--- config.mk ---
export PLATFORM = sky130hd
export DESIGN_NAME = port_b_bus_matching_flags
export DESIGN_NICKNAME = d
export VERILOG_FILES = /design/src/verilog/event_sync.v /design/src/verilog/lw_queue.v /design/src/verilog/port_b_bus_matching_flags.v
export VERILOG_INCLUDE_DIRS = /design/src /design/src/verilog
export SDC_FILE = /design/constraint.sdc
export NUM_CORES = 2
export LEC_CHECK = 0
export BUFFER_PORTS_ARGS = -buffer_cell sky130_fd_sc_hd__buf_2
export CELL_PAD_IN_SITES_DETAIL_PLACEMENT = 1
export CELL_PAD_IN_SITES_GLOBAL_PLACEMENT = 1
export CORE_MARGIN = 2
export CORE_UTILIZATION = 54
export DETAILED_ROUTE_END_ITERATION = 16
export PLACE_DENSITY_LB_ADDON = 0.1
export SYNTH_ARGS = -nofsm -noshare
export SYNTH_HDL_FRONTEND = slang
export SYNTH_SLANG_ARGS = --single-unit
--- constraint.sdc ---
create_clock -name clk -period 5.9 [get_ports clk]
set_input_delay 0.885 -clock clk [delete_from_list [all_inputs] [get_ports clk]]
set_output_delay 0.885 -clock clk [all_outputs]
set_load 0.005 [all_outputs]
--- src/verilog/port_b_bus_matching_defs.vh ---
`ifndef PORT_B_BUS_MATCHING_DEFS_VH
`define PORT_B_BUS_MATCHING_DEFS_VH

// ==========================================================================
// Data widths and lanes
`define LW_W            36
`define HALF_W          18
`define BYTE_W          9
`define LANE_W          2
`define LANE_FIRST      2'h0
`define LANE_INC        2'h1
`define LANE_LAST_LONG  2'h0
`define LANE_LAST_WORD  2'h1
`define LANE_LAST_BYTE  2'h3
`define BYTE_TOP        2'h3

// ==========================================================================
// Queue storage
`define QUEUE_AW        4
`define QUEUE_DEPTH     16
`define QUEUE_PTR_INC   4'h1
`define CNT_W           5
`define CNT_ZERO        5'h00

// ==========================================================================
// Register port
`define REG_AW          2
`define REG_DW          8
`define REG_CTRL        2'h0
`define REG_STATUS      2'h1
`define REG_LEVELS      2'h2
`define CTRL_PRS_AB     0
`define CTRL_PRS_BA     1
`define STAT_BIG        0
`define STAT_FALL_THROUGH_MODE       1
`define STAT_RD_LANE    2
`define STAT_WR_LANE    4
`define STAT_MR_ACTIVE  6
`define REG_ZERO        8'h00

`endif

--- src/verilog/event_sync.v ---
`timescale 1ns/10ps
`include "port_b_bus_matching_defs.vh"

// ==========================================================================
// Toggle synchroniser from one port-clock tick rate to the other
module event_sync (
	input  wire clk,
	input  wire rst_n,
	input  wire clear,
	input  wire src_pulse,
	input  wire dst_tick,
	output wire dst_event
);

	reg toggle_reg;
	reg s1_reg;
	reg s2_reg;
	reg s3_reg;

	always @(posedge clk or negedge rst_n) begin
		if (!rst_n) begin
			toggle_reg <= 1'b0;
			s1_reg     <= 1'b0;
			s2_reg     <= 1'b0;
			s3_reg     <= 1'b0;
		end else if (clear) begin
			toggle_reg <= 1'b0;
			s1_reg     <= 1'b0;
			s2_reg     <= 1'b0;
			s3_reg     <= 1'b0;
		end else begin
			if (src_pulse)
				toggle_reg <= ~toggle_reg;
			// Each stage feeds the next, and only on a destination tick
			if (dst_tick) begin
				s1_reg <= toggle_reg;
				s2_reg <= s1_reg;
				s3_reg <= s2_reg;
			end
		end
	end

	assign dst_event = dst_tick & (s2_reg ^ s3_reg);

endmodule // event_sync

--- src/verilog/lw_queue.v ---
`timescale 1ns/10ps
`include "port_b_bus_matching_defs.vh"

// ==========================================================================
// Long-word queue storage; occupancy is tracked by the caller
module lw_queue (
	input  wire              clk,
	input  wire              rst_n,
	input  wire              clear,
	input  wire              wr_en,
	input  wire [`LW_W-1:0]  wr_data,
	input  wire              rd_en,
	output wire [`LW_W-1:0]  rd_data
);

	reg [`LW_W-1:0]     mem [0:`QUEUE_DEPTH-1];
	reg [`QUEUE_AW-1:0] wr_ptr_reg;
	reg [`QUEUE_AW-1:0] rd_ptr_reg;

	always @(posedge clk) begin
		if (wr_en)
			mem[wr_ptr_reg] <= wr_data;
	end

	always @(posedge clk or negedge rst_n) begin
		if (!rst_n) begin
			wr_ptr_reg <= {`QUEUE_AW{1'b0}};
			rd_ptr_reg <= {`QUEUE_AW{1'b0}};
		end else if (clear) begin
			wr_ptr_reg <= {`QUEUE_AW{1'b0}};
			rd_ptr_reg <= {`QUEUE_AW{1'b0}};
		end else begin
			if (wr_en)
				wr_ptr_reg <= wr_ptr_reg + `QUEUE_PTR_INC;
			if (rd_en)
				rd_ptr_reg <= rd_ptr_reg + `QUEUE_PTR_INC;
		end
	end

	assign rd_data = mem[rd_ptr_reg];

endmodule // lw_queue

--- src/verilog/port_b_bus_matching_flags.v ---
// Summary of operation
// Outside logic keeps width selects static; byte order taken only at master reset.
// Long-word mode passes 36-bit words lane for lane, ignoring size and order.
// Word mode big-endian: first B write is upper half, second lower half.
// Word mode little-endian: first B write is lower half, second upper half.
// Byte mode: four writes fill MSB downward (big) or LSB upward (little).
// Word reads give upper then lower half (big) or lower then upper (little).
// Byte reads give four bytes on lines 8-0, MSB or LSB first.
// Word reads leave B lines 35-18 undefined; here they read zero.
// Byte reads leave upper three byte lanes undefined; here they read zero.
// Fall-through: A write to empty queue raises B ready and loads on third B edge.
// Too little clock skew may add one B cycle to that rise and load.
// B ready drops only on the last lane read that empties the queue.
// Standard mode: A write to empty queue raises B not-empty after synchronisation.
// Standard mode: B empty flag asserts on the last lane read emptying queue.
// Fall-through: completed B long word raises A ready and loads on third A edge.
// A flag timing starts at the B edge writing the final lane.
// Too little clock skew may add one A cycle to that rise and load.
// Full long word enters queue on final lane write; parts held until then.
// Byte order and mode latched at the release of master reset.
// Word and byte writes ignore B lines outside the selected lanes.
// Lane counters per direction reset on master or partial reset, wrap per word.
// Write events cross between port clocks through a two-stage synchroniser.
`timescale 1ns/10ps
`include "port_b_bus_matching_defs.vh"

module port_b_bus_matching_flags (
	input  wire               clk,
	input  wire               rst_n,
	input  wire               master_reset_one_n,
	input  wire               master_reset_two_n,
	input  wire               width_match_select,
	input  wire               bus_width_select,
	input  wire               byte_order_select,
	input  wire               fall_through_mode,
	input  wire               port_a_clock,
	input  wire               port_a_chip_select_n,
	input  wire               port_a_direction,
	input  wire               port_a_transfer_gate,
	input  wire               port_a_mail_select,
	input  wire [`LW_W-1:0]   port_a_data_in,
	output reg  [`LW_W-1:0]   port_a_data_out,
	output reg                port_a_data_oe,
	input  wire               port_b_clock,
	input  wire               port_b_chip_select_n,
	input  wire               port_b_direction,
	input  wire               port_b_transfer_gate,
	input  wire               port_b_mail_select,
	input  wire [`LW_W-1:0]   port_b_data_in,
	output reg  [`LW_W-1:0]   port_b_data_out,
	output reg                port_b_data_oe,
	output reg                a_side_output_ready,
	output reg                a_side_empty_flag_n,
	output reg                b_side_output_ready,
	output reg                b_side_empty_flag_n,
	input  wire [`REG_AW-1:0] reg_addr,
	input  wire [`REG_DW-1:0] reg_wdata,
	input  wire               reg_wr,
	input  wire               reg_rd,
	output reg  [`REG_DW-1:0] reg_rdata
);

	// ======================================================================
	// Lane helpers
	function [`LANE_W-1:0] last_lane;
		input match;
		input bytes;
		begin
			if (!match)
				last_lane = `LANE_LAST_LONG;
			else if (!bytes)
				last_lane = `LANE_LAST_WORD;
			else
				last_lane = `LANE_LAST_BYTE;
		end
	endfunction

	function [`LW_W-1:0] lane_pick;
		input [`LW_W-1:0]   w;
		input [`LANE_W-1:0] lane;
		input               match;
		input               bytes;
		input               big;
		reg   [`LANE_W-1:0] k;
		begin
			k = big ? (`BYTE_TOP - lane) : lane;
			lane_pick = {`LW_W{1'b0}};
			if (!match)
				lane_pick = w;
			else if (!bytes) begin
				if ((lane == `LANE_FIRST) == big)
					lane_pick[`HALF_W-1:0] = w[`LW_W-1:`HALF_W];
				else
					lane_pick[`HALF_W-1:0] = w[`HALF_W-1:0];
			end else
				lane_pick[`BYTE_W-1:0] = w[k*`BYTE_W +: `BYTE_W];
		end
	endfunction

	function [`LW_W-1:0] lane_put;
		input [`LW_W-1:0]   w;
		input [`LW_W-1:0]   din;
		input [`LANE_W-1:0] lane;
		input               match;
		input               bytes;
		input               big;
		reg   [`LANE_W-1:0] k;
		begin
			k = big ? (`BYTE_TOP - lane) : lane;
			lane_put = w;
			if (!match)
				lane_put = din;
			else if (!bytes) begin
				if ((lane == `LANE_FIRST) == big)
					lane_put[`LW_W-1:`HALF_W] = din[`HALF_W-1:0];
				else
					lane_put[`HALF_W-1:0] = din[`HALF_W-1:0];
			end else
				lane_put[k*`BYTE_W +: `BYTE_W] = din[`BYTE_W-1:0];
		end
	endfunction

	// ======================================================================
	// Port clock ticks and configuration
	reg                a_clk_d_reg;
	reg                b_clk_d_reg;
	reg                mr_hold_reg;
	reg                cfg_big_reg;
	reg                cfg_fall_through_mode_reg;
	reg                prs_ab_reg;
	reg                prs_ba_reg;
	wire               a_tick;
	wire               b_tick;
	wire               mr_low;
	wire               clear_ab;
	wire               clear_ba;
	wire [`LANE_W-1:0] lane_last;

	// Port clocks are sampled levels; each rising edge is a one-cycle tick
	assign a_tick    = port_a_clock & ~a_clk_d_reg;
	assign b_tick    = port_b_clock & ~b_clk_d_reg;
	assign mr_low    = ~master_reset_one_n | ~master_reset_two_n;
	assign clear_ab  = mr_low | prs_ab_reg;
	assign clear_ba  = mr_low | prs_ba_reg;
	assign lane_last = last_lane(width_match_select, bus_width_select);

	always @(posedge clk or negedge rst_n) begin
		if (!rst_n) begin
			a_clk_d_reg  <= 1'b0;
			b_clk_d_reg  <= 1'b0;
			mr_hold_reg  <= 1'b0;
			cfg_big_reg  <= 1'b1;
			cfg_fall_through_mode_reg <= 1'b0;
		end else begin
			a_clk_d_reg <= port_a_clock;
			b_clk_d_reg <= port_b_clock;
			mr_hold_reg <= mr_low;
			// Captured on the release of master reset, held until the next
			if (mr_hold_reg && !mr_low) begin
				cfg_big_reg  <= byte_order_select;
				cfg_fall_through_mode_reg <= fall_through_mode;
			end
		end
	end

	// ======================================================================
	// Transfer decode
	wire a_wr;
	wire a_rd_req;
	wire b_wr;
	wire b_rd_req;

	assign a_wr     = a_tick & ~port_a_chip_select_n & port_a_direction
	                & port_a_transfer_gate & ~port_a_mail_select & ~clear_ab;
	assign a_rd_req = a_tick & ~port_a_chip_select_n & ~port_a_direction
	                & port_a_transfer_gate & ~port_a_mail_select & ~clear_ba;
	assign b_wr     = b_tick & ~port_b_chip_select_n & ~port_b_direction
	                & port_b_transfer_gate & ~port_b_mail_select & ~clear_ba;
	assign b_rd_req = b_tick & ~port_b_chip_select_n & port_b_direction
	                & port_b_transfer_gate & ~port_b_mail_select & ~clear_ab;

	// ======================================================================
	// Port B write assembly into the B-to-A queue
	reg  [`LW_W-1:0]   b_asm_reg;
	reg  [`LANE_W-1:0] b_lane_wr_reg;
	wire [`LW_W-1:0]   b_asm_word;
	wire               b_push;

	assign b_asm_word = lane_put(b_asm_reg, port_b_data_in, b_lane_wr_reg,
	                             width_match_select, bus_width_select, cfg_big_reg);
	assign b_push     = b_wr & (b_lane_wr_reg == lane_last);

	always @(posedge clk or negedge rst_n) begin
		if (!rst_n) begin
			b_asm_reg     <= {`LW_W{1'b0}};
			b_lane_wr_reg <= `LANE_FIRST;
		end else if (clear_ba) begin
			b_lane_wr_reg <= `LANE_FIRST;
		end else if (b_wr) begin
			b_asm_reg <= b_asm_word;
			if (b_lane_wr_reg == lane_last)
				b_lane_wr_reg <= `LANE_FIRST;
			else
				b_lane_wr_reg <= b_lane_wr_reg + `LANE_INC;
		end
	end

	// ======================================================================
	// Queues and event crossings
	wire [`LW_W-1:0] ab_mem_word;
	wire [`LW_W-1:0] ba_mem_word;
	wire             ab_evt;
	wire             ba_evt;
	reg              ab_pop;
	reg              ba_pop;

	lw_queue u_a_to_b_queue (
		.clk     (clk),
		.rst_n   (rst_n),
		.clear   (clear_ab),
		.wr_en   (a_wr),
		.wr_data (port_a_data_in),
		.rd_en   (ab_pop),
		.rd_data (ab_mem_word)
	);

	lw_queue u_b_to_a_queue (
		.clk     (clk),
		.rst_n   (rst_n),
		.clear   (clear_ba),
		.wr_en   (b_push),
		.wr_data (b_asm_word),
		.rd_en   (ba_pop),
		.rd_data (ba_mem_word)
	);

	// A coincident source tick misses stage one: the extra cycle of skew
	event_sync u_ab_sync (
		.clk       (clk),
		.rst_n     (rst_n),
		.clear     (clear_ab),
		.src_pulse (a_wr),
		.dst_tick  (b_tick),
		.dst_event (ab_evt)
	);

	event_sync u_ba_sync (
		.clk       (clk),
		.rst_n     (rst_n),
		.clear     (clear_ba),
		.src_pulse (b_push),
		.dst_tick  (a_tick),
		.dst_event (ba_evt)
	);

	// ======================================================================
	// Port B read side, splitting long words
	reg  [`CNT_W-1:0]  ab_avail_reg;
	reg  [`CNT_W-1:0]  ab_avail_next;
	reg  [`LW_W-1:0]   b_hold_reg;
	reg  [`LW_W-1:0]   b_hold_next;
	reg  [`LW_W-1:0]   b_out_reg;
	reg  [`LW_W-1:0]   b_out_next;
	reg  [`LANE_W-1:0] b_lane_rd_reg;
	reg  [`LANE_W-1:0] b_lane_rd_next;
	reg                b_ready_reg;
	reg                b_ready_next;
	wire               b_has;

	assign b_has = (ab_avail_reg != `CNT_ZERO) | ab_evt;

	always @* begin
		ab_pop         = 1'b0;
		b_hold_next    = b_hold_reg;
		b_out_next     = b_out_reg;
		b_lane_rd_next = b_lane_rd_reg;
		b_ready_next   = b_ready_reg;
		if (b_tick && cfg_fall_through_mode_reg) begin
			if (b_ready_reg && b_rd_req && b_lane_rd_reg != lane_last) begin
				b_lane_rd_next = b_lane_rd_reg + `LANE_INC;
				b_out_next     = lane_pick(b_hold_reg, b_lane_rd_next, width_match_select,
				                           bus_width_select, cfg_big_reg);
			end else if (!b_ready_reg || b_rd_req) begin
				b_lane_rd_next = `LANE_FIRST;
				if (b_has) begin
					ab_pop       = 1'b1;
					b_hold_next  = ab_mem_word;
					b_out_next   = lane_pick(ab_mem_word, `LANE_FIRST, width_match_select,
					                         bus_width_select, cfg_big_reg);
					b_ready_next = 1'b1;
				end else
					b_ready_next = 1'b0;
			end
		end else if (b_tick && b_rd_req && b_ready_reg) begin
			if (b_lane_rd_reg == `LANE_FIRST) begin
				ab_pop      = 1'b1;
				b_hold_next = ab_mem_word;
				b_out_next  = lane_pick(ab_mem_word, `LANE_FIRST, width_match_select,
				                        bus_width_select, cfg_big_reg);
			end else
				b_out_next = lane_pick(b_hold_reg, b_lane_rd_reg, width_match_select,
				                       bus_width_select, cfg_big_reg);
			if (b_lane_rd_reg == lane_last)
				b_lane_rd_next = `LANE_FIRST;
			else
				b_lane_rd_next = b_lane_rd_reg + `LANE_INC;
		end
		ab_avail_next = ab_avail_reg + {{(`CNT_W-1){1'b0}}, ab_evt}
		              - {{(`CNT_W-1){1'b0}}, ab_pop};
		// Standard mode: pending lanes still count as data
		if (b_tick && !cfg_fall_through_mode_reg)
			b_ready_next = (ab_avail_next != `CNT_ZERO)
			             | (b_lane_rd_next != `LANE_FIRST);
	end

	always @(posedge clk or negedge rst_n) begin
		if (!rst_n) begin
			ab_avail_reg        <= `CNT_ZERO;
			b_hold_reg          <= {`LW_W{1'b0}};
			b_out_reg           <= {`LW_W{1'b0}};
			b_lane_rd_reg       <= `LANE_FIRST;
			b_ready_reg         <= 1'b0;
			b_side_output_ready <= 1'b0;
			b_side_empty_flag_n <= 1'b0;
		end else if (clear_ab) begin
			ab_avail_reg        <= `CNT_ZERO;
			b_lane_rd_reg       <= `LANE_FIRST;
			b_ready_reg         <= 1'b0;
			b_side_output_ready <= 1'b0;
			b_side_empty_flag_n <= 1'b0;
		end else begin
			ab_avail_reg        <= ab_avail_next;
			b_hold_reg          <= b_hold_next;
			b_out_reg           <= b_out_next;
			b_lane_rd_reg       <= b_lane_rd_next;
			b_ready_reg         <= b_ready_next;
			b_side_output_ready <= b_ready_next & cfg_fall_through_mode_reg;
			b_side_empty_flag_n <= b_ready_next & ~cfg_fall_through_mode_reg;
		end
	end

	// ======================================================================
	// Port A read side, whole long words
	reg  [`CNT_W-1:0] ba_avail_reg;
	reg  [`CNT_W-1:0] ba_avail_next;
	reg  [`LW_W-1:0]  a_out_reg;
	reg  [`LW_W-1:0]  a_out_next;
	reg               a_ready_reg;
	reg               a_ready_next;
	wire              a_has;

	assign a_has = (ba_avail_reg != `CNT_ZERO) | ba_evt;

	always @* begin
		ba_pop       = 1'b0;
		a_out_next   = a_out_reg;
		a_ready_next = a_ready_reg;
		if (a_tick && cfg_fall_through_mode_reg) begin
			if (!a_ready_reg || a_rd_req) begin
				if (a_has) begin
					ba_pop       = 1'b1;
					a_out_next   = ba_mem_word;
					a_ready_next = 1'b1;
				end else
					a_ready_next = 1'b0;
			end
		end else if (a_tick && a_rd_req && a_ready_reg) begin
			ba_pop     = 1'b1;
			a_out_next = ba_mem_word;
		end
		ba_avail_next = ba_avail_reg + {{(`CNT_W-1){1'b0}}, ba_evt}
		              - {{(`CNT_W-1){1'b0}}, ba_pop};
		if (a_tick && !cfg_fall_through_mode_reg)
			a_ready_next = (ba_avail_next != `CNT_ZERO);
	end

	always @(posedge clk or negedge rst_n) begin
		if (!rst_n) begin
			ba_avail_reg        <= `CNT_ZERO;
			a_out_reg           <= {`LW_W{1'b0}};
			a_ready_reg         <= 1'b0;
			a_side_output_ready <= 1'b0;
			a_side_empty_flag_n <= 1'b0;
		end else if (clear_ba) begin
			ba_avail_reg        <= `CNT_ZERO;
			a_ready_reg         <= 1'b0;
			a_side_output_ready <= 1'b0;
			a_side_empty_flag_n <= 1'b0;
		end else begin
			ba_avail_reg        <= ba_avail_next;
			a_out_reg           <= a_out_next;
			a_ready_reg         <= a_ready_next;
			a_side_output_ready <= a_ready_next & cfg_fall_through_mode_reg;
			a_side_empty_flag_n <= a_ready_next & ~cfg_fall_through_mode_reg;
		end
	end

	// ======================================================================
	// Data outputs; enables lag the selects by one clock
	always @(posedge clk or negedge rst_n) begin
		if (!rst_n) begin
			port_a_data_out <= {`LW_W{1'b0}};
			port_b_data_out <= {`LW_W{1'b0}};
			port_a_data_oe  <= 1'b0;
			port_b_data_oe  <= 1'b0;
		end else begin
			port_a_data_out <= a_out_next;
			port_b_data_out <= b_out_next;
			port_a_data_oe  <= ~port_a_chip_select_n & ~port_a_direction;
			port_b_data_oe  <= ~port_b_chip_select_n & port_b_direction;
		end
	end

	// ======================================================================
	// Register port: partial reset strobes and status
	always @(posedge clk or negedge rst_n) begin
		if (!rst_n) begin
			prs_ab_reg <= 1'b0;
			prs_ba_reg <= 1'b0;
			reg_rdata  <= `REG_ZERO;
		end else begin
			prs_ab_reg <= reg_wr & (reg_addr == `REG_CTRL) & reg_wdata[`CTRL_PRS_AB];
			prs_ba_reg <= reg_wr & (reg_addr == `REG_CTRL) & reg_wdata[`CTRL_PRS_BA];
			reg_rdata  <= `REG_ZERO;
			if (reg_rd) begin
				case (reg_addr)
				`REG_STATUS: begin
					reg_rdata[`STAT_BIG]                   <= cfg_big_reg;
					reg_rdata[`STAT_FALL_THROUGH_MODE]                  <= cfg_fall_through_mode_reg;
					reg_rdata[`STAT_RD_LANE +: `LANE_W]    <= b_lane_rd_reg;
					reg_rdata[`STAT_WR_LANE +: `LANE_W]    <= b_lane_wr_reg;
					reg_rdata[`STAT_MR_ACTIVE]             <= mr_hold_reg;
				end
				`REG_LEVELS: begin
					reg_rdata <= {ab_avail_reg[`CNT_W-2:0], ba_avail_reg[`CNT_W-2:0]};
				end
				default: begin
					reg_rdata <= `REG_ZERO;
				end
				endcase
			end
		end
	end

endmodule // port_b_bus_matching_flags

==> results_dict.tcl <==
set metrics [dict create \
    status "complete, no violations" \
    cts-htree-levels 4 \
    ctsResizeCount 0 \
    grt_use_total 0.301 \
    finalHoldViolations 0 \
    fin_nets 3827 \
    synthCells 3480 \
    path_class "reg2reg" \
    final_common_cell "edfxtp_1" \
    fin_tns_setup_ns 0 \
    setup_violations 0 \
    ys_ff_latch 1429 \
    cp-end-kind "register" \
    ant_nets 0 \
    first_pass_iters 5 \
    fillers 9510 \
    drt_iter0_markers 2958 \
    clock-root-buffer "clkbuf_16" \
    holdCritPathClass "in2async" \
    final_cell_mix "1152 x edfxtp_1, 293 x nand2_1, 270 x dfrtp_1" \
    path_clk_slew_ns 0.06 \
    netlist_area_sq_um 59000 \
    async_reset_ff_frac 0.194 \
    die_h_um 334 \
    path_common_cell "nor2_1" \
    grt_start_max_net_pins 107 \
    cp_data_required_time_ns 6.51 \
    r2r-start "b_clk_d_reg" \
    path_max_fanout 13 \
    cts_buffer_depth 3 \
    period_minus_slack_ns 4.49 \
    gp_congestion 0.865 \
    synth_top_flop_cell "edfxtp_1" \
    p_leak_nw 22.7 \
    reg_top3 "u_a_to_b_queue.mem x576, u_b_to_a_queue.mem x576" \
    clk_latency_ns 0.77 \
    ctsHoldBuffers 0 \
    crit_slowest_cell "or4_4" \
    viasPerCell 6.52 \
    synth_area_leaders "edfxtp_1 59%, dfrtp_1 12%, mux4_2 10%, mux2_2 2.4%, mux2i_1 2.1%" \
    area_growth_pct 13.0 \
    cp_top_family "simple AND/OR/NAND/NOR gates" \
    synth_edf_count 1152 \
    initial_core_util 0.543 \
    grt_pass1_wl_mm 245 \
    dpl.hpwl_mm 99.8 \
    worst-r2r-cell-count 15 \
    grt_antenna_before_repair 16 \
    first_global_vias 36500 \
    die_x_um 334 \
    synth_fp_nets 3617 \
    cts_buffers 148 \
    worstPathArrival_ns 5.11 \
    slowest_delay_ns 0.70 \
    syn_avg_cell_area_sq_um 16.9 \
    grt_setup_unrepaired "no" \
    vdd_drop_max_uv 364 \
    wire_per_inst_um 31.7 \
    wl_mm 166 \
    slew_headroom 0.106 \
    final_util 0.614 \
    drv_slew 0 \
    max_freq_ghz 0.223 \
    worst_slew_pin_slew_ns 1.33 \
    worst_setup_path_start_kind "register" \
    crit_chain "nand2b_1, or4_4, nor2_1, a22o_1, ha_1, inv_1, ha_1, fa_1, a21oi_1, nor2_1, nor2_1, xnor2_1, nand4_1, o31a_1, nor2b_1" \
    rr_endpoint "b_side_empty_flag_n" \
    drive_above_1_share 0.250 \
    yosysSeqAreaShare 0.704 \
    maxCapViolCount 0 \
    num_io_pins 188 \
    cts_tree "yes" \
    reg2reg_slack_ns 1.41 \
    cts_setup_buffers 0 \
    synthDistinctLibCells 76 \
    power_density_nw_per_um2 329 \
    synth_warnings 0 \
    core_sq_um 109000 \
    io_buffers 181 \
    fin_skew_ns 0.0209 \
    critPathBufInv 1 \
    rows 121 \
    period_share 0.761 \
    drcViolationCount 0 \
    vias 34100 \
    cts.sinks 1429 \
    synth_top_area_cell "edfxtp_1" \
    netlist.area_leader.share 0.587 \
    dieArea_sq_um 112000 \
    gr-total-overflow 0 \
]
-- cell families after synthesis --
kind of cell | count (synthesis) | synth area share
muxes | 523 | 0.149
adders and majority gates | 35 | 0.00768
DFF | 1429 | 0.704
buffers and inverters | 256 | 0.0185
AOI/OAI and AO/OA | 577 | 0.0682
xor gates and xnor gates | 33 | 0.00490
and+or+nand+nor | 627 | 0.0480
-- per-stage QoR --
| step | setup slack (ns) | instances | hold WS (ns) | instance area (sq um) | total power, mW |
|---|---|---|---|---|---|
| finish | 1.41 | 5231 | 0.144 | 66600 | 21.9 |
| CTS | 1.43 | 5224 | 0.145 | 66600 | 22.0 |
| detailed placement | 0.832 | 4954 | 0.459 | 61900 | 12.9 |
| global placement | 0.857 | 4954 | 0.455 | 61900 | 12.8 |
| floorplan | 1.24 | 3480 | 0.440 | 59000 | 12.3 |
| global route | 1.26 | 5228 | 0.181 | 66600 | 22.5 |
-- where the power goes --
part / internal (mW) / switching, mW / total, mW / leakage, nW
clock network: 5.30 / 3.88 / 9.18 / 2.32
registers: 11.2 / 0.158 / 11.4 / 14.1
logic: 0.480 / 0.835 / 1.31 / 6.33
total: 17.0 / 4.87 / 21.9 / 22.7
-- layout make-up --
| class | count | area [sq um] | area share |
|---|---|---|---|
| clock buffer | 206 | 4130 | 0.0619 |
| antenna | 7 | 17.5 | 0.000263 |
| sequential | 1429 | 41500 | 0.623 |
| multi-input combinational | 1795 | 16600 | 0.249 |
| clock inverter | 64 | 616 | 0.00924 |
| timing repair buffer | 273 | 1830 | 0.0275 |
| tap | 1414 | 1770 | 0.0265 |
| inverter | 43 | 161 | 0.00242 |
-- synthesized netlist by cell type, types with 30 or more instances --
cell type and n:
edfxtp_1 1152, nand2_1 294, dfrtp_1 276, mux4_2 269, clkbuf_1 139, o21ai_0 136
mux2_2 128, nor2_1 128, mux2i_1 126, a221oi_1 72, a22oi_1 66, a21oi_1 65
and2_1 63, inv_1 40, a31oi_1 37, buf_2 37, nor3_1 37, ha_1 33
and3_1 30, o31ai_1 30
-- worst reg2reg max path: stages, from the launching register on --
cell and delay (ns):
dfrtp_1 0.39, nand2b_1 0.35, or4_4 0.71, nor2_1 0.48, a22o_1 0.45, ha_1 0.18, inv_1 0.04, ha_1 0.22
fa_1 0.44, a21oi_1 0.15, nor2_1 0.06, nor2_1 0.12, xnor2_1 0.16, nand4_1 0.14, o31a_1 0.34, nor2b_1 0.15
-- per-layer routing --
metal / GRT usage / wire [um] / vias to the layer above
met3: 0.0423 / 8940 / 363
met5: 0 / 26 / -
met1: 0.382 / 64700 / 18200
li1: - / - / 14300
met4: 0.127 / 6500 / 4
met2: 0.521 / 85900 / 1243
-- how the worst max path moves through the flow --
stage / from / endpoint / cells past startpoint
finish: b_clk_d_reg / b_side_empty_flag_n / 15
global route: b_clk_d_reg / b_side_empty_flag_n / 15
CTS: b_clk_d_reg / b_side_empty_flag_n / 15
detailed placement: port_b_chip_select_n / b_side_output_ready / 16
global placement: port_b_chip_select_n / b_side_output_ready / 16
floorplan: port_a_clock / u_a_to_b_queue.mem[10][0] / 5
Power figures use the tool's default switching activity.
